[src/pkg/tap_pkg.sv]
package tap_pkg;
   // instruction register width
   localparam int unsigned IR_W         = 10;
   // user code and identification register widths
   localparam int unsigned UCODE_W      = 32;
   localparam int unsigned ID_W         = 32;
   // identification field positions, msb down to the fixed one
   localparam int unsigned ID_VER_LSB   = 28;
   localparam int unsigned ID_PART_LSB  = 12;
   localparam int unsigned ID_MFR_LSB   = 1;
   localparam int unsigned ID_VER_W     = 4;
   localparam int unsigned ID_PART_W    = 16;
   localparam int unsigned ID_MFR_W     = 11;
   // boundary chain lengths: smallest, largest, and the variant without scan
   localparam int unsigned BSR_LEN_MIN  = 420;
   localparam int unsigned BSR_LEN_MAX  = 2190;
   localparam int unsigned BSR_LEN_NONE = 1;
   // instruction codes (chosen; all ones is bypass by convention)
   localparam logic [9:0] OP_EXTEST   = 10'h000;
   localparam logic [9:0] OP_SAMPLE   = 10'h005;
   localparam logic [9:0] OP_IDCODE   = 10'h006;
   localparam logic [9:0] OP_UCODE    = 10'h007;
   localparam logic [9:0] OP_ANALYZER = 10'h00E;
   localparam logic [9:0] OP_BYPASS   = 10'h3FF;
   // capture pattern of the instruction register: 01 in the low bits
   localparam logic [9:0] IR_CAPTURE  = 10'h001;
   // reset values of the identity fields (arbitrary, neutral)
   localparam logic [3:0]  ID_VER_RST  = 4'h1;
   localparam logic [15:0] ID_PART_RST = 16'h1234;
   localparam logic [10:0] ID_MFR_RST  = 11'h055;
   localparam logic [31:0] UCODE_RST   = 32'h0000_0000;
   // controller states of the test access port
   typedef enum logic [3:0] {
      ST_RESET, ST_IDLE, ST_SEL_DR, ST_CAP_DR, ST_SH_DR, ST_EX1_DR, ST_PA_DR,
      ST_EX2_DR, ST_UPD_DR, ST_SEL_IR, ST_CAP_IR, ST_SH_IR, ST_EX1_IR,
      ST_PA_IR, ST_EX2_IR, ST_UPD_IR
   } tap_state_t;
endpackage

[src/rtl/jtag_tap_register_set.sv]
`timescale 1ns/1ps
module jtag_tap_register_set #(
   parameter int unsigned BSR_LEN   = tap_pkg::BSR_LEN_MIN,  // chain length of this variant
   parameter int unsigned IO_W      = 8,                     // device pins under test
   parameter logic [31:0] USER_CODE = tap_pkg::UCODE_RST     // programmed user code
) (
   input  wire logic            clk_sys,      // 125 MHz system clock
   input  wire logic            rstn,         // synchronous, active low
   input  wire logic            tck,          // test clock pin, sampled
   input  wire logic            tms,          // mode select pin
   input  wire logic            tdi,          // serial data in pin
   output logic                 tdo,          // serial data out
   output logic                 tdo_oe,       // high while tdo is driven
   input  wire logic            cfg_busy,     // configuration in progress
   input  wire logic [IO_W-1:0] pin_in,       // input pin states
   input  wire logic [IO_W-1:0] core_out,     // core values for output pins
   output logic      [IO_W-1:0] pin_out,      // value driven to output pins
   output logic                 analyzer_sel  // analyzer instruction active
);
   // storage floor: the scanless variant keeps io-wide cells that are never selected,
   // so the pin capture and update slices stay in range; assumes BSR_LEN >= IO_W when >1
   localparam int unsigned CELL_W = (BSR_LEN > IO_W) ? BSR_LEN : IO_W;
   localparam bit          SCAN_OK = (BSR_LEN > tap_pkg::BSR_LEN_NONE);

   logic [2:0]      pins_s;        // synchronised tck, tms, tdi
   logic [IO_W-1:0] pin_in_s;      // synchronised input pins
   logic            tck_q;         // previous sampled tck
   logic            cfg_s;         // synchronised configuration busy
   tap_pkg::tap_state_t state;     // controller state
   tap_pkg::tap_state_t next_state;
   logic [9:0]      ir_sh;         // instruction shift stage
   logic [9:0]      ir;            // active instruction
   logic [31:0]     dr_sh;         // shared stage for id, user code
   logic            byp;           // one bit bypass register
   logic [CELL_W-1:0] bsr_sh;      // boundary shift cells
   logic [IO_W-1:0] bsr_upd;       // boundary update latches

   pin_sync #(.W(3)) u_sync_jtag (
      .clk_sys (clk_sys),
      .rstn    (rstn),
      .din     ({tck, tms, tdi}),
      .dout    (pins_s)
   );
   pin_sync #(.W(IO_W + 1)) u_sync_io (
      .clk_sys (clk_sys),
      .rstn    (rstn),
      .din     ({cfg_busy, pin_in}),
      .dout    ({cfg_s, pin_in_s})
   );

   wire tck_s = pins_s[2];
   wire tms_s = pins_s[1];
   wire tdi_s = pins_s[0];
   wire rise  = tck_s & ~tck_q;   // shift and state advance on rising tck
   wire fall  = ~tck_s & tck_q;   // tdo changes on falling tck

   // instruction decode; unknown codes fall back to bypass
   wire sel_id   = (ir == tap_pkg::OP_IDCODE);
   wire sel_uc   = (ir == tap_pkg::OP_UCODE);
   // scan instructions exist only on variants with a chain, and idle in configuration
   wire scan_ins = (ir == tap_pkg::OP_EXTEST) | (ir == tap_pkg::OP_SAMPLE);
   wire sel_bsr  = scan_ins & SCAN_OK & ~cfg_s;
   wire sel_ext  = (ir == tap_pkg::OP_EXTEST) & sel_bsr;
   wire sel_byp  = ~(sel_id | sel_uc | sel_bsr);

   // identity word, fixed one at bit zero
   wire [31:0] id_word = {tap_pkg::ID_VER_RST, tap_pkg::ID_PART_RST,
                          tap_pkg::ID_MFR_RST, 1'b1};

   // capture value for the boundary chain: input pin states in the low cells
   logic [CELL_W-1:0] bsr_cap;
   always_comb
   begin
      bsr_cap = '0;
      bsr_cap[IO_W-1:0] = pin_in_s;
   end

   // next controller state from tms on each rising tck
   always_comb
   begin
      case (state)
         tap_pkg::ST_RESET:  next_state = tms_s ? tap_pkg::ST_RESET  : tap_pkg::ST_IDLE;
         tap_pkg::ST_IDLE:   next_state = tms_s ? tap_pkg::ST_SEL_DR : tap_pkg::ST_IDLE;
         tap_pkg::ST_SEL_DR: next_state = tms_s ? tap_pkg::ST_SEL_IR : tap_pkg::ST_CAP_DR;
         tap_pkg::ST_CAP_DR: next_state = tms_s ? tap_pkg::ST_EX1_DR : tap_pkg::ST_SH_DR;
         tap_pkg::ST_SH_DR:  next_state = tms_s ? tap_pkg::ST_EX1_DR : tap_pkg::ST_SH_DR;
         tap_pkg::ST_EX1_DR: next_state = tms_s ? tap_pkg::ST_UPD_DR : tap_pkg::ST_PA_DR;
         tap_pkg::ST_PA_DR:  next_state = tms_s ? tap_pkg::ST_EX2_DR : tap_pkg::ST_PA_DR;
         tap_pkg::ST_EX2_DR: next_state = tms_s ? tap_pkg::ST_UPD_DR : tap_pkg::ST_SH_DR;
         tap_pkg::ST_UPD_DR: next_state = tms_s ? tap_pkg::ST_SEL_DR : tap_pkg::ST_IDLE;
         tap_pkg::ST_SEL_IR: next_state = tms_s ? tap_pkg::ST_RESET  : tap_pkg::ST_CAP_IR;
         tap_pkg::ST_CAP_IR: next_state = tms_s ? tap_pkg::ST_EX1_IR : tap_pkg::ST_SH_IR;
         tap_pkg::ST_SH_IR:  next_state = tms_s ? tap_pkg::ST_EX1_IR : tap_pkg::ST_SH_IR;
         tap_pkg::ST_EX1_IR: next_state = tms_s ? tap_pkg::ST_UPD_IR : tap_pkg::ST_PA_IR;
         tap_pkg::ST_PA_IR:  next_state = tms_s ? tap_pkg::ST_EX2_IR : tap_pkg::ST_PA_IR;
         tap_pkg::ST_EX2_IR: next_state = tms_s ? tap_pkg::ST_UPD_IR : tap_pkg::ST_SH_IR;
         default:            next_state = tms_s ? tap_pkg::ST_SEL_DR : tap_pkg::ST_IDLE;
      endcase
   end

   // state and tck edge tracking
   always_ff @(posedge clk_sys)
   begin
      if (!rstn)
      begin
         tck_q <= 1'b0;
         state <= tap_pkg::ST_RESET;
      end
      else
      begin
         tck_q <= tck_s;
         if (rise)
            state <= next_state;
      end
   end

   // instruction register: ten bit shift, load on update
   always_ff @(posedge clk_sys)
   begin
      if (!rstn)
      begin
         ir_sh <= tap_pkg::IR_CAPTURE;
         ir    <= tap_pkg::OP_IDCODE;
      end
      else if (rise)
      begin
         if (state == tap_pkg::ST_RESET)
            ir <= tap_pkg::OP_IDCODE;               // identity selected after reset
         else if (state == tap_pkg::ST_CAP_IR)
            ir_sh <= tap_pkg::IR_CAPTURE;
         else if (state == tap_pkg::ST_SH_IR)
            ir_sh <= {tdi_s, ir_sh[9:1]};
         else if (state == tap_pkg::ST_UPD_IR)
            ir <= ir_sh;
      end
   end

   // identity / user code stage and bypass bit
   always_ff @(posedge clk_sys)
   begin
      if (!rstn)
      begin
         dr_sh <= '0;
         byp   <= 1'b0;
      end
      else if (rise)
      begin
         if (state == tap_pkg::ST_CAP_DR)
         begin
            dr_sh <= sel_uc ? USER_CODE : id_word;
            byp   <= 1'b0;
         end
         else if (state == tap_pkg::ST_SH_DR)
         begin
            dr_sh <= {tdi_s, dr_sh[31:1]};
            byp   <= tdi_s;
         end
      end
   end

   // boundary chain: capture pins, shift lsb first, update drives outputs under extest
   always_ff @(posedge clk_sys)
   begin
      if (!rstn)
      begin
         bsr_sh  <= '0;
         bsr_upd <= '0;
      end
      else if (rise && sel_bsr)
      begin
         if (state == tap_pkg::ST_CAP_DR)
            bsr_sh <= bsr_cap;
         else if (state == tap_pkg::ST_SH_DR)
            bsr_sh <= {tdi_s, bsr_sh[CELL_W-1:1]};
         else if (state == tap_pkg::ST_UPD_DR)
            bsr_upd <= bsr_sh[IO_W-1:0];
      end
   end

   // serial output selection
   wire tdo_bit = (state == tap_pkg::ST_SH_IR) ? ir_sh[0] :
                  sel_bsr ? bsr_sh[0] :
                  (sel_id | sel_uc) ? dr_sh[0] : byp;

   // tdo updates on falling tck, driven only while shifting
   always_ff @(posedge clk_sys)
   begin
      if (!rstn)
      begin
         tdo    <= 1'b0;
         tdo_oe <= 1'b0;
      end
      else if (fall)
      begin
         tdo    <= tdo_bit;
         tdo_oe <= (state == tap_pkg::ST_SH_IR) | (state == tap_pkg::ST_SH_DR);
      end
   end

   // pins follow the core unless external test holds them
   always_ff @(posedge clk_sys)
   begin
      if (!rstn)
         pin_out <= '0;
      else
         pin_out <= sel_ext ? bsr_upd : core_out;
   end

   // analyzer instruction passes through on every variant
   assign analyzer_sel = (ir == tap_pkg::OP_ANALYZER);

   // checks
   property p_id_lsb;
      @(posedge clk_sys) disable iff (!rstn)
      (rise && state == tap_pkg::ST_CAP_DR && sel_id) |=> dr_sh[0];
   endproperty
   a_id_lsb: assert property (p_id_lsb) else $error("id lsb not one");

   property p_id_fields;
      @(posedge clk_sys) disable iff (!rstn)
      (rise && state == tap_pkg::ST_CAP_DR && sel_id) |=> dr_sh == id_word;
   endproperty
   a_id_fields: assert property (p_id_fields) else $error("id layout wrong");

   property p_uc_cap;
      @(posedge clk_sys) disable iff (!rstn)
      (rise && state == tap_pkg::ST_CAP_DR && sel_uc) |=> dr_sh == USER_CODE;
   endproperty
   a_uc_cap: assert property (p_uc_cap) else $error("user code not captured");

   property p_ir_load;
      @(posedge clk_sys) disable iff (!rstn)
      (rise && state == tap_pkg::ST_UPD_IR) |=> ir == $past(ir_sh);
   endproperty
   a_ir_load: assert property (p_ir_load) else $error("ir not loaded");

   property p_byp_shift;
      @(posedge clk_sys) disable iff (!rstn)
      (rise && state == tap_pkg::ST_SH_DR) |=> byp == $past(tdi_s);
   endproperty
   a_byp_shift: assert property (p_byp_shift) else $error("bypass bit wrong");

   property p_dr_lsb_first;
      @(posedge clk_sys) disable iff (!rstn)
      (rise && state == tap_pkg::ST_SH_DR) |=> dr_sh[30:0] == $past(dr_sh[31:1]);
   endproperty
   a_dr_lsb_first: assert property (p_dr_lsb_first) else $error("shift order");

   property p_no_scan_cfg;
      @(posedge clk_sys) disable iff (!rstn)
      cfg_s |=> pin_out == $past(core_out) && $stable(bsr_upd);
   endproperty
   a_no_scan_cfg: assert property (p_no_scan_cfg) else $error("scan in config");

   property p_ext_drive;
      @(posedge clk_sys) disable iff (!rstn)
      sel_ext ##1 sel_ext |-> pin_out == $past(bsr_upd);
   endproperty
   a_ext_drive: assert property (p_ext_drive) else $error("extest pins wrong");

   property p_scanless;
      @(posedge clk_sys) disable iff (!rstn)
      !SCAN_OK |=> pin_out == $past(core_out);
   endproperty
   a_scanless: assert property (p_scanless) else $error("scanless scan");
endmodule // jtag_tap_register_set

[src/rtl/pin_sync.sv]
`timescale 1ns/1ps
// two flop synchroniser for a group of pin inputs
module pin_sync #(
   parameter int unsigned W = 1
) (
   input  wire logic         clk_sys,
   input  wire logic         rstn,
   input  wire logic [W-1:0] din,
   output logic      [W-1:0] dout
);
   logic [W-1:0] stage1;   // only read by the second stage
   // first flop is metastability catcher; nothing else looks at it
   always_ff @(posedge clk_sys)
   begin
      if (!rstn)
      begin
         stage1 <= '0;
         dout   <= '0;
      end
      else
      begin
         stage1 <= din;
         dout   <= stage1;
      end
   end
endmodule // pin_sync

[config.mk]
export PLATFORM = sky130hd
export DESIGN_NAME = jtag_tap_register_set
export DESIGN_NICKNAME = d
export VERILOG_FILES = /design/src/pkg/tap_pkg.sv /design/src/rtl/jtag_tap_register_set.sv /design/src/rtl/pin_sync.sv
export SDC_FILE = /design/constraint.sdc
export NUM_CORES = 1
export LEC_CHECK = 0
export BUFFER_PORTS_ARGS = -buffer_cell sky130_fd_sc_hd__buf_2
export CORE_UTILIZATION = 25
export CTS_CLUSTER_DIAMETER = 50
export DETAILED_ROUTE_END_ITERATION = 6
export PLACE_DENSITY_LB_ADDON = 0.08
export SKIP_CTS_REPAIR_TIMING = 1
export SLEW_MARGIN = 20
export SYNTH_ARGS = -nofsm -noshare
export SYNTH_HDL_FRONTEND = slang
export SYNTH_HIERARCHICAL = 1
export SYNTH_SLANG_ARGS = --single-unit
[constraint.sdc]
create_clock -name clk_sys -period 2.7 [get_ports clk_sys]
set_input_delay 0.135 -clock clk_sys [delete_from_list [all_inputs] [get_ports clk_sys]]
set_output_delay 0.135 -clock clk_sys [all_outputs]
set_load 0.03 [all_outputs]
# ---- After elaboration in Yosys (flattened, before gate mapping)
# Cells that the tools add are included.
dict set report totals {
  word_cells 91
  input_bits 22
  regBits 520
  output_inout_bits 11
}
dict set report classes {
  bitwise 13
  eq_ne 20
  n_reduce_logical 13
  n_mux 30
}
# op n
set op_table {}
lappend op_table {{420-bit 2-to-1 mux} 2}
lappend op_table {{32-bit 2-to-1 mux} 2}
lappend op_table {{10-bit 2-to-1 mux} 6}
lappend op_table {{4-bit case mux with 11 select lines} 1}
lappend op_table {{4-bit equality test, second input constant} 8}
lappend op_table {{10-bit by 3-bit equality test with 1-bit output, second input constant} 3}
lappend op_table {{29-bit 2-to-1 mux} 1}
lappend op_table {{4-bit by 3-bit equality test with 1-bit output, second input constant} 4}
lappend op_table {{4-bit 2-to-1 mux} 4}
lappend op_table {{10-bit by 4-bit equality test with 1-bit output, second input constant} 1}
lappend op_table {{10-bit zero test} 1}
lappend op_table {{4-bit by 2-bit equality test with 1-bit output, second input constant} 2}
lappend op_table {{1-bit 2-to-1 mux} 8}
lappend op_table {{8-bit 2-to-1 mux} 1}
lappend op_table {{4-bit AND reduction} 2}
lappend op_table {{2-bit 2-to-1 mux} 3}
lappend op_table {{3-bit 2-to-1 mux} 2}
lappend op_table {{1-bit NOT} 6}
lappend op_table {{2-bit nonzero test} 3}
lappend op_table {{1-bit AND} 4}
lappend op_table {{4-bit zero test} 1}
lappend op_table {{2-bit != test, second input constant} 2}
lappend op_table {{2-bit AND reduction} 2}
lappend op_table {{2-bit OR reduction} 2}
lappend op_table {{other kinds (3)} 5}

# ---- Depth between registers and ports, before layout
# Gate-level depths: netlist of the first run.
dict set report depth {
  depth_word 5
  ltp_mapped 8
}

# ---- Hierarchy
# Netlist of the first run, hierarchy kept.
# mod area_per_inst_um2 seq_area_each_um2 cells_each instances
set modules_own_cells {}
lappend modules_own_cells {jtag_tap_register_set 19605.1 9909.5 2341 1}
lappend modules_own_cells {{pin_sync (u_sync_io)} 501.7 360.3 37 1}
lappend modules_own_cells {{pin_sync (u_sync_jtag)} 157.7 120.1 12 1}

# ---- Worst setup path before layout of the first run
# Ideal clock, no wire load.
dict set report synth_path {
  kind {register to register}
  start {reg state[1]}
  end {reg bsr_sh[291]}
  synth_period_minus_slack_ns 1.891
  n_path_buf 4
  t_arrival_ns 1.759
  setup_slack_ns 0.809
  stages_incl_launch_ff 9
  path_cell_list {dfxtp_1 -> buf_2 -> or3b_1 -> a211o_1 -> buf_2 -> buf_4 -> clkbuf_2 -> o21ai_1 -> a21oi_1}
}
dict set report synth_via {
  elab_chain_len 3
  word_cells_on_any_way 5
  classes_between {eq/ne (2); mux (1); reduce/logical (2)}
}
# item line_no
set synth_lines {}
lappend synth_lines {{start, declared} jtag_tap_register_set.sv:29} ;# tap_pkg::tap_state_t state;
lappend synth_lines {{start signal, assigned} jtag_tap_register_set.sv:107} ;# state <= tap_pkg::ST_RESET;
lappend synth_lines {{start signal, assigned} jtag_tap_register_set.sv:113} ;# state <= next_state;
lappend synth_lines {{4-bit by 2-bit equality test with 1-bit output / 4-bit by 3-bit equality test with 1-bit output (equally long branches)} {jtag_tap_register_set.sv:171, jtag_tap_register_set.sv:173}}
lappend synth_lines {{2-bit nonzero test (no source line)} n/a}
lappend synth_lines {{2-bit AND reduction (no source line)} n/a}
lappend synth_lines {{end signal, assigned} jtag_tap_register_set.sv:172} ;# bsr_sh <= bsr_cap;
lappend synth_lines {{end signal, assigned} jtag_tap_register_set.sv:174} ;# bsr_sh <= {tdi_s, bsr_sh[CELL_W-1:1]};
lappend synth_lines {{end, declared} jtag_tap_register_set.sv:35} ;# logic [CELL_W-1:0] bsr_sh;
# Parallel ways exist; a longest one is shown, timed or not.
# A chain may end at the register's enable or synchronous reset.

# ---- Worst setup path after layout of the first run
dict set report layout_path {
  start {reg ir[0]}
  end {out analyzer_sel}
}
dict set report layout_via {
  elab_chain_len 1
}
# item line_no
set layout_lines {}
lappend layout_lines {{start, declared} jtag_tap_register_set.sv:32} ;# logic [9:0] ir;
lappend layout_lines {{start signal, assigned} jtag_tap_register_set.sv:123} ;# ir <= tap_pkg::OP_IDCODE;
lappend layout_lines {{start signal, assigned} jtag_tap_register_set.sv:128} ;# ir <= tap_pkg::OP_IDCODE;
lappend layout_lines {{start signal, assigned} jtag_tap_register_set.sv:134} ;# ir <= ir_sh;
lappend layout_lines {{10-bit by 4-bit equality test with 1-bit output} jtag_tap_register_set.sv:210} ;# assign analyzer_sel = (ir == tap_pkg::OP_ANALYZER);
lappend layout_lines {{end, declared} jtag_tap_register_set.sv:18} ;# output logic analyzer_sel
# No other way between the ends.

==> impl_metrics.toml, run 1 <==
[floorplanning]
ioPinCount = 33
die_area_mm2 = 0.08220
initial_core_util_pct = 25.20
die_y_um = 286.7
die_w_um = 286.7
row_count = 104
core-area_mm2 = 0.08042

[yosys]
ys_warn_count = 6
yosysSeqAreaShare_pct = 51.27
yosysUniqueCellTypes = 49
netlist.area_leader.share_pct = 51.27
async_flop_share_pct = 0
synth.avg_cell_area_um2 = 8.479
syn_area_mm2 = 0.02026
synth_edf_count = 0
synth.largest_area_cell = "dfxtp_1"
postSynthCellCount = 2390
yosys_most_used_dff = "dfxtp_1"
ys_ff_latch = 519
synthTopCellsByArea = "dfxtp_1 (51%), nand4_1 (13%), a21oi_1 (12%)"
synth_nets = 2412

[power_and_ir_drop]
sw_frac_of_total_pct = 22.21
p_leak_nw = 7.375
seqPwrFrac_pct = 41.7
power.switching_mw = 4.106
pwr_density_cell_mw_per_mm2 = 766.3
irDropWorstVdd_v = 0.0003957
p_int_mw = 14.38
comb_power_share_pct = 1.7
total_power_mw = 18.49
pwr-share-clk_pct = 56.6

[sta]
holdWs_ns = 0.01375
finalCritPeriodShare_pct = 89.65
slew_violations = 0
tightestPinTransition_ns = 0.8327
slew_headroom_pct = 44.49
min_period_ns = 2.421
hold_viol = 0
worst_slack_ns = 0.2795
rsz0062_at_grt = "no"
setup-tns-final_ns = 0
fmax_ghz = 0.4131
setup_viol = 0
finalClockSkew_ns = 0.01910

[final_layout]
layout.nets = 2285
area_growth_pct = 19.06
layout_commonest_cell = "dfxtp_1"
drive_gt1_share_pct = 10.49
final_cell_mix = "dfxtp_1 (519), a21oi_1 (468), nand4_1 (416)"
n_antenna_cell = 0

[hold_path]
min-delay-start = "rstn"
hold_class = "in2reg"

[global_routing]
overflow = 0
grt_pass1_vias = 17000
grt_max_degree = 156
grt_pass1_wl_mm = 87.90
antenna_found_initial = 0
grt_usage_pct = 12.46

[cts]
insertion_delay_ns = 0.61
cts_tree = "built"
cts_root_buf = "clkbuf_16"
numCtsBuffers = 77
cts.sinks = 519
cts_max_path_buffers = 3
clk_pin_slew_worst_paths_ns = 0.05
htreeDepth = 3

[placed_design]
place_hpwl_mm = 23.48
gp_congestion = 0.6889
io_buffer_count = 32
pre_cts_ws_ns = 0.4495

[critical_path]
endpoint_kind = "output port"
crit_fanout = 5
worstSetupStartpoint = "ir[0]"
cp.arrival_ns = 2.29
worst-setup-path-type = "reg2out"
reg2reg_slack_ns = 0.42
rr_startpoint = "state[0]"
cp-start-kind = "flip-flop"
crit_required_ns = 2.57

[detailed_routing]
wl_per_cell_um = 15.33
viasPerCell = 5.213
vias = 17650
drt_iter0_markers = 1491
wirelength_mm = 51.91
ant_nets = 0
dr.pass1.iters = 5
drc = 0

[run_status]
status = "finished, final reports clean"

[run]
drv_cap = 0
-- cells in the mapped netlist (4+ instances only) --
cell,number
nand3_1,37
buf_6,5
nand4_1,416
buf_2,103
and2_1,11
buf_1,11
a31oi_1,4
nor2_1,30
and2_2,14
o21ai_1,95
o21ai_0,332
o211ai_1,14
dfxtp_1,519
inv_1,5
a21oi_1,468
mux2i_1,10
clkbuf_2,4
clkbuf_1,187
a311oi_1,8
a22oi_1,12
nand2_1,57
nor3_1,10
-- power by group through the flow --
stage / clock network [mW] / registers, mW / logic, mW
3_5_place_dp: 0 / 7.87 / 0.294
4_1_cts: 10.9 / 7.70 / 0.294
2_1_floorplan: 0 / 7.87 / 0.176
6_report: 10.5 / 7.70 / 0.312
5_1_grt: 11.2 / 7.70 / 0.340
3_3_place_gp: 0 / 7.87 / 0.294
-- final timing paths --
path                          to  cells past startpoint
min                     ir_sh[0]                      3
max reg2reg          bsr_sh[219]                      6
max                 analyzer_sel                      3
min reg2reg  u_sync_jtag/dout[2]                      1
-- state kept, by name, summed over array words and instances, names as in the netlist, 3 cells and up --
signal and count:
bsr_sh 420, dr_sh 32, ir 10, ir_sh 10, u_sync_io/dout 9, u_sync_io/stage1 9
bsr_upd 8, pin_out 8, state 4, u_sync_jtag/dout 3, u_sync_jtag/stage1 3
-- kinds of logic (layout without fill, tap and decap cells) --
kind of cell | after synthesis | count (layout) | synth area share, %
AO/OA/AOI/OAI | 945 | 945 | 24.04
XOR/XNOR | 3 | 3 | 0.1297
buffers and inverters | 317 | 253 | 6.755
flip-flops | 519 | 519 | 51.27
multiplexers | 10 | 10 | 0.4940
AND/OR/NAND/NOR | 596 | 596 | 17.31
-- routing by layer --
| layer | up-vias | wire [µm] | global-route usage, % |
|---|---|---|---|
| li1 | 8673 | - | - |
| met1 | 8643 | 25180 | 16.46 |
| met2 | 274 | 23750 | 20.33 |
| met3 | 62 | 2097 | 2.472 |
| met4 | 0 | 884 | 3.837 |
| met5 | - | 0 | 0 |
-- layout make-up --
type	count	area [µm²]
clock buffers	97	2112
clock inverters	45	615.6
fillers	8412	56290
inverters	5	26.28
multi-input cells	1554	8541
flip-flops and latches	519	10390
well taps	1060	1326
repair buffers	106	1116
-- metrics by stage --
step	instances	instance area [µm²]	util, %
finish	3386	24130	30.00
CTS	3366	23930	29.75
detailed placement	3224	21200	26.36
floorplan	2390	20260	-
global route	3386	24130	30.00
global placement	3224	21200	26.36
-- critical path, cell delays in order, from the launching register on --
cell and delay, ns:
dfxtp_1 0.35, or4b_2 0.67, nor3_1 0.38, buf_2 0.29
Power figures use the tool's default switching activity.
==> run 2, diff against run 1 <==
CORE_UTILIZATION = 30   (was 25)
==> run 2 against run 1 <==
Sequential power about the same. Utilization increased by 5.8 points. Clock skew increased by 0.0057 ns. Critical endpoint is now bsr_sh[11]. Via count decreased by 0.47%. Maximum frequency increased by 12%. Die area decreased by 17%. Critical path type is now reg2reg. Worst hold slack improved by 0.012 ns. Non-clock buffer count increased by 4.
==> impl_metrics.toml, run 2 (synthesis gave the netlist of run 1 again) <==
[global_routing]
grt_usage_pct = 14.71
grt_max_degree = 127
grt_use_met3_pct = 2.845
grt_pass1_vias = 17060
overflow = 0
gr-usage-met2_pct = 24.05
grt_pass1_wl_mm = 86.18
grt_use_met1_pct = 19.52
antenna_found_initial = 0
grt_busiest_layer = "met2"

[final_layout]
final_area_mm2 = 0.02372
seq_area_mm2 = 0.01039
multi_input_area_mm2 = 0.008541
top_register = "bsr_sh"
drive_gt1_share_pct = 10.12
largest_reg_flops = 420
layout.nets = 2284
layout_commonest_cell = "dfxtp_1"
layout.cells.non_filler = 3177
final_cell_mix = "dfxtp_1 (519), a21oi_1 (468), nand4_1 (416)"
top_regs = "bsr_sh (420), dr_sh (32)"
n_antenna_cell = 0
nFillCells = 6819
area_growth_pct = 17.04

[critical_path]
reg2reg_depth = 6
r2r_end = "bsr_sh[11]"
crit_chain = "nor4_1 > and4_4 > buf_12 > buf_12 > nand4_1 > a21oi_1"
endpoint_kind = "flip-flop"
crit_required_ns = 3.22
critPathMaxStageDelay_ns = 0.45
worstSetupStartpoint = "ir[9]"
crit_fanout = 62
worst-setup-path-type = "reg2reg"
rr_startpoint = "ir[9]"
cp-start-kind = "flip-flop"
path_common_cell = "buf_12"
cp.arrival_ns = 2.68
reg2reg_slack_ns = 0.53
slowest_stage = "nor4_1"

[cts]
cts_root_buf = "clkbuf_16"
insertion_delay_ns = 0.59
cts_max_path_buffers = 3
htreeDepth = 3
cts_tree = "built"
numCtsBuffers = 72
clk_pin_slew_worst_paths_ns = 0.05
cts.sinks = 519

[detailed_routing]
vias = 17570
wirelength_mm = 50.89
ant_nets = 0
wl_per_cell_um = 16.02
drc = 0
viasPerCell = 5.530
dr.pass1.iters = 5
drt_iter0_markers = 1463

[sta]
tightestPinTransition_ns = 0.8243
setup-tns-final_ns = 0
finalClockSkew_ns = 0.02482
min_period_ns = 2.169
worst_slack_ns = 0.5307
hold_viol = 0
finalCritPeriodShare_pct = 80.34
rsz0062_at_grt = "no"
slew_violations = 0
slew_headroom_pct = 45.05
fmax_ghz = 0.4610
setup_viol = 0

[hold_path]
min_to = "ir_sh[0]"
hold_class = "in2reg"
whs_path_depth = 3
min-delay-start = "rstn"

[run_status]
status = "finished, final reports clean"

[floorplanning]
die_area_mm2 = 0.06859
ioPinCount = 33
die_w_um = 261.9
die_y_um = 261.9
core-area_mm2 = 0.06633
initial_core_util_pct = 30.55
row_count = 94

[run]
drv_cap = 0

[placed_design]
pre_cts_ws_ns = 0.5460
dp_cells = 3032
gp_congestion = 0.6976
place_hpwl_mm = 23.63
dpl_cell_area_mm2 = 0.02108
io_buffer_count = 32

[power_and_ir_drop]
irDropWorstVdd_v = 0.0004943
total_power_mw = 17.51
pwr_density_cell_mw_per_mm2 = 738.3
p_leak_nw = 7.291
[run 2: changes by cell type in the layout (fill, tap and decap cells not counted), moves of 2 or more]
cell,previous run,this run
clkinv_4,5,2
bufinv_16,10,5
buf_4,26,22
clkbuf_1,9,6
buf_12,28,36
inv_6,10,1
clkbuf_8,11,13
clkinv_2,7,11
[run 2: final cells by class]
cell class,count,area share [%]
well taps,864,4.558
repair buffers,110,5.254
flip-flops and latches,519,43.81
clock buffers,95,8.868
clock inverters,30,1.393
multi-input cells,1554,36.01
inverters,5,0.1108
[run 2: worst max path at each step]
stage / to / slack, ns / cells after the start
3_3_place_gp: bsr_sh[388] / 0.56 / 5
2_1_floorplan: bsr_sh[291] / 0.81 / 8
5_1_grt: bsr_sh[4] / 0.31 / 5
3_5_place_dp: bsr_sh[307] / 0.55 / 6
6_report: bsr_sh[11] / 0.53 / 6
4_1_cts: analyzer_sel / 0.50 / 3
[run 2: metrics by stage]
stage               util, %  hold WS [ns]
finish                35.76       0.02610
global route          35.76       0.04894
global placement      31.78        0.3534
CTS                   35.45       -0.2934
floorplan                 -        0.1969
detailed placement    31.78        0.3499
[run 2: power by group]
group | total [mW] | switching [mW] | internal (mW)
Sequential | 7.70 | 0.0129 | 7.69
Combinational | 0.310 | 0.220 | 0.0900
Clock | 9.50 | 3.54 | 5.96
[run 2: critical path: cells and delay by family (launching register included)]
family	cells	cell delay (ns)
compound gates	1	0.18
buf+inv	2	0.52
flops	1	0.32
simple gates	3	1.05
[run 2: metal layers]
metal	share of wire (%)	vias up
met1	49	8590
met2	46	246
met4	2.1	0
met5	0	-
met3	3.5	84
li1	-	8649
==> run 3, diff against run 2 <==
ABC_AREA = 1   (was not set)
clock period = 2.13 ns   (was 2.7 ns; I/O delays follow)
==> run 3 against run 2 <==
Combinational power is 35% higher. Routed wire length is 13% lower. Clock skew is 0.0063 ns lower. Synthesized area is 5.4% lower. Die area is 5.4% lower. Sequential cell count stayed put. Utilization is 0.22 points higher.
==> impl_metrics.toml, run 3 <==
[run_status]
status = "finished, final reports clean"

[power_and_ir_drop]
sw_frac_of_total_pct = 21.41
p_leak_nw = 8.618
pwr_density_cell_mw_per_mm2 = 961.8
seqPwrFrac_pct = 44.7
total_power_mw = 21.83
power.switching_mw = 4.673
p_int_mw = 17.16
pwr-share-clk_pct = 53.3
comb_power_share_pct = 1.9
irDropWorstVdd_v = 0.0005376

[yosys]
synth_edf_count = 0
yosys_most_used_dff = "dfxtp_1"
syn_area_mm2 = 0.01917
yosysSeqAreaShare_pct = 54.20
synth_most_common_cell = "dfxtp_1"
synth.avg_cell_area_um2 = 8.051
async_flop_share_pct = 0
yosysUniqueCellTypes = 32
netlist.area_leader.share_pct = 54.20
ys_ff_latch = 519
ys_warn_count = 6
postSynthCellCount = 2381
synthTopCellsByArea = "dfxtp_1 (54%), a21oi_1 (12%), nor3_1 (10%)"
synth_nets = 2403
synth.largest_area_cell = "dfxtp_1"
synth_common_cells = "dfxtp_1 (519), a21oi_1 (470), nor2_1 (470), nor3_1 (401), nand2_1 (124)"

[final_layout]
layout.nets = 2375
n_antenna_cell = 0
drive_gt1_share_pct = 9.405
seq_area_mm2 = 0.01039
area_growth_pct = 18.39
top_regs = "bsr_sh (420), dr_sh (32)"
largest_reg_flops = 420
final_cell_mix = "dfxtp_1 (519), nor2_1 (470), a21oi_1 (470)"
top_register = "bsr_sh"
multi_input_area_mm2 = 0.007407
fin_util_pct = 35.98
layout_commonest_cell = "dfxtp_1"
nFillCells = 6627

[detailed_routing]
ant_nets = 0
drc = 0
drt_iter0_markers = 933
viasPerCell = 4.786
wl_per_cell_um = 13.64
wirelength_mm = 44.30
vias = 15550
dr.pass1.iters = 5

[hold_path]
whs_path_depth = 3
min-delay-start = "rstn"
min_to = "dr_sh[4]"
hold_class = "in2reg"

[critical_path]
cp-start-kind = "flip-flop"
worst-setup-path-type = "reg2reg"
crit_required_ns = 2.63
reg2reg_slack_ns = 0.15
endpoint_kind = "flip-flop"
r2r_end = "bsr_sh[9]"
cp.arrival_ns = 2.48
crit_fanout = 69
rr_startpoint = "state[3]"
reg2reg_depth = 10

[sta]
setup_viol = 0
hold_viol = 0
min_period_ns = 1.976
tightestPinTransition_ns = 0.6810
finalCritPeriodShare_pct = 92.75
rsz0062_at_grt = "no"
finalClockSkew_ns = 0.01854
fmax_ghz = 0.5062
setup-tns-final_ns = 0
holdWs_ns = 0.05484
slew_violations = 0
slew_headroom_pct = 54.60

[floorplanning]
die_y_um = 254.8
die_w_um = 254.8
initial_core_util_pct = 30.39
ioPinCount = 33
core-area_mm2 = 0.06308
die_area_mm2 = 0.06491
row_count = 92

[cts]
cts.sinks = 519
htreeDepth = 3
numCtsBuffers = 70
cts_root_buf = "clkbuf_16"
cts_tree = "built"
cts_max_path_buffers = 3
clk_pin_slew_worst_paths_ns = 0.06
insertion_delay_ns = 0.60

[global_routing]
grt_pass1_wl_mm = 69.75
grt_max_degree = 146
grt_usage_pct = 12.63
antenna_found_initial = 0
grt_pass1_vias = 14510
overflow = 0

[placed_design]
io_buffer_count = 32
gp_congestion = 0.7527
place_hpwl_mm = 20.57

[run]
drv_cap = 0
-- run 3: changes by cell type after synthesis, sizes merged, moves of 13 or more --
cell and change:
o21ai -385, and2 -24, o211ai -13, nor2 +442
clkbuf -120, inv +53, buf +13, nor3 +401
nand2 +72, nand4 -416, nand3 +14
-- run 3: area by class of cell --
class	instances	area share (%)
Tap cell	846	4.664
Clock buffer	96	9.091
Timing Repair Buffer	103	5.315
Inverter	60	1.152
Sequential cell	519	45.78
Clock inverter	26	1.257
Multi-Input combinational cell	1597	32.64
Timing Repair inverter	2	0.09924
-- run 3: power groups by stage --
stage                     Combinational [mW]  Clock, mW  Sequential (mW)
final                                  0.417       11.6             9.77
after floorplan                        0.238          0             9.99
after detailed placement               0.395          0             9.97
after CTS                              0.396       12.1             9.76
after global routing                   0.466       12.5             9.76
after global placement                 0.396          0             9.97
-- run 3: stage by stage --
step	worst slack (ns)	cells	instance area [µm²]
2_1_floorplan	0.5393	2381	19170
3_3_place_gp	0.1774	3097	19850
3_5_place_dp	0.1327	3097	19850
4_1_cts	0.1211	3219	22200
5_1_grt	0.007497	3249	22690
6_report	0.1545	3249	22690
-- run 3: cell families (layout without fill, tap and decap cells) --
logic type             after synthesis  in the layout  synth area share [%]
AOI/OAI and AO/OA                  529            529                 14.12
buffers and inverters              265            287                 7.252
DFF                                519            519                 54.20
and+or+nand+nor                   1068           1068                 24.43
-- run 3: worst max-delay path, stage by stage, from the launching register on --
cell and delay, ns:
dfxtp_1 0.44, nor2_1 0.08, buf_4 0.15, nand2_4 0.08, nand2_2 0.08, nand2_4 0.08, inv_4 0.05, nand2_8 0.25
clkbuf_16 0.40, a21oi_1 0.08, nor3_1 0.15
-- run 3: routing by layer --
layer,share of wire (%),track usage [%],vias up
li1,-,-,7980
met1,51,16.63,7306
met2,43,20.09,193
met3,3.4,2.827,71
met4,2.5,4.688,0
met5,0,0,-
-- run 3: how the worst max path moves through the flow --
stage | start | slack [ns] | to | cells past startpoint
after CTS | ir[9] | 0.12 | bsr_sh[309] | 10
after detailed placement | ir[9] | 0.13 | bsr_sh[211] | 10
final | state[3] | 0.15 | bsr_sh[9] | 10
after global routing | state[3] | 0.007 | dr_sh[31] | 8
after global placement | state[3] | 0.18 | bsr_sh[334] | 10
after floorplan | state[2] | 0.54 | bsr_sh[368] | 11
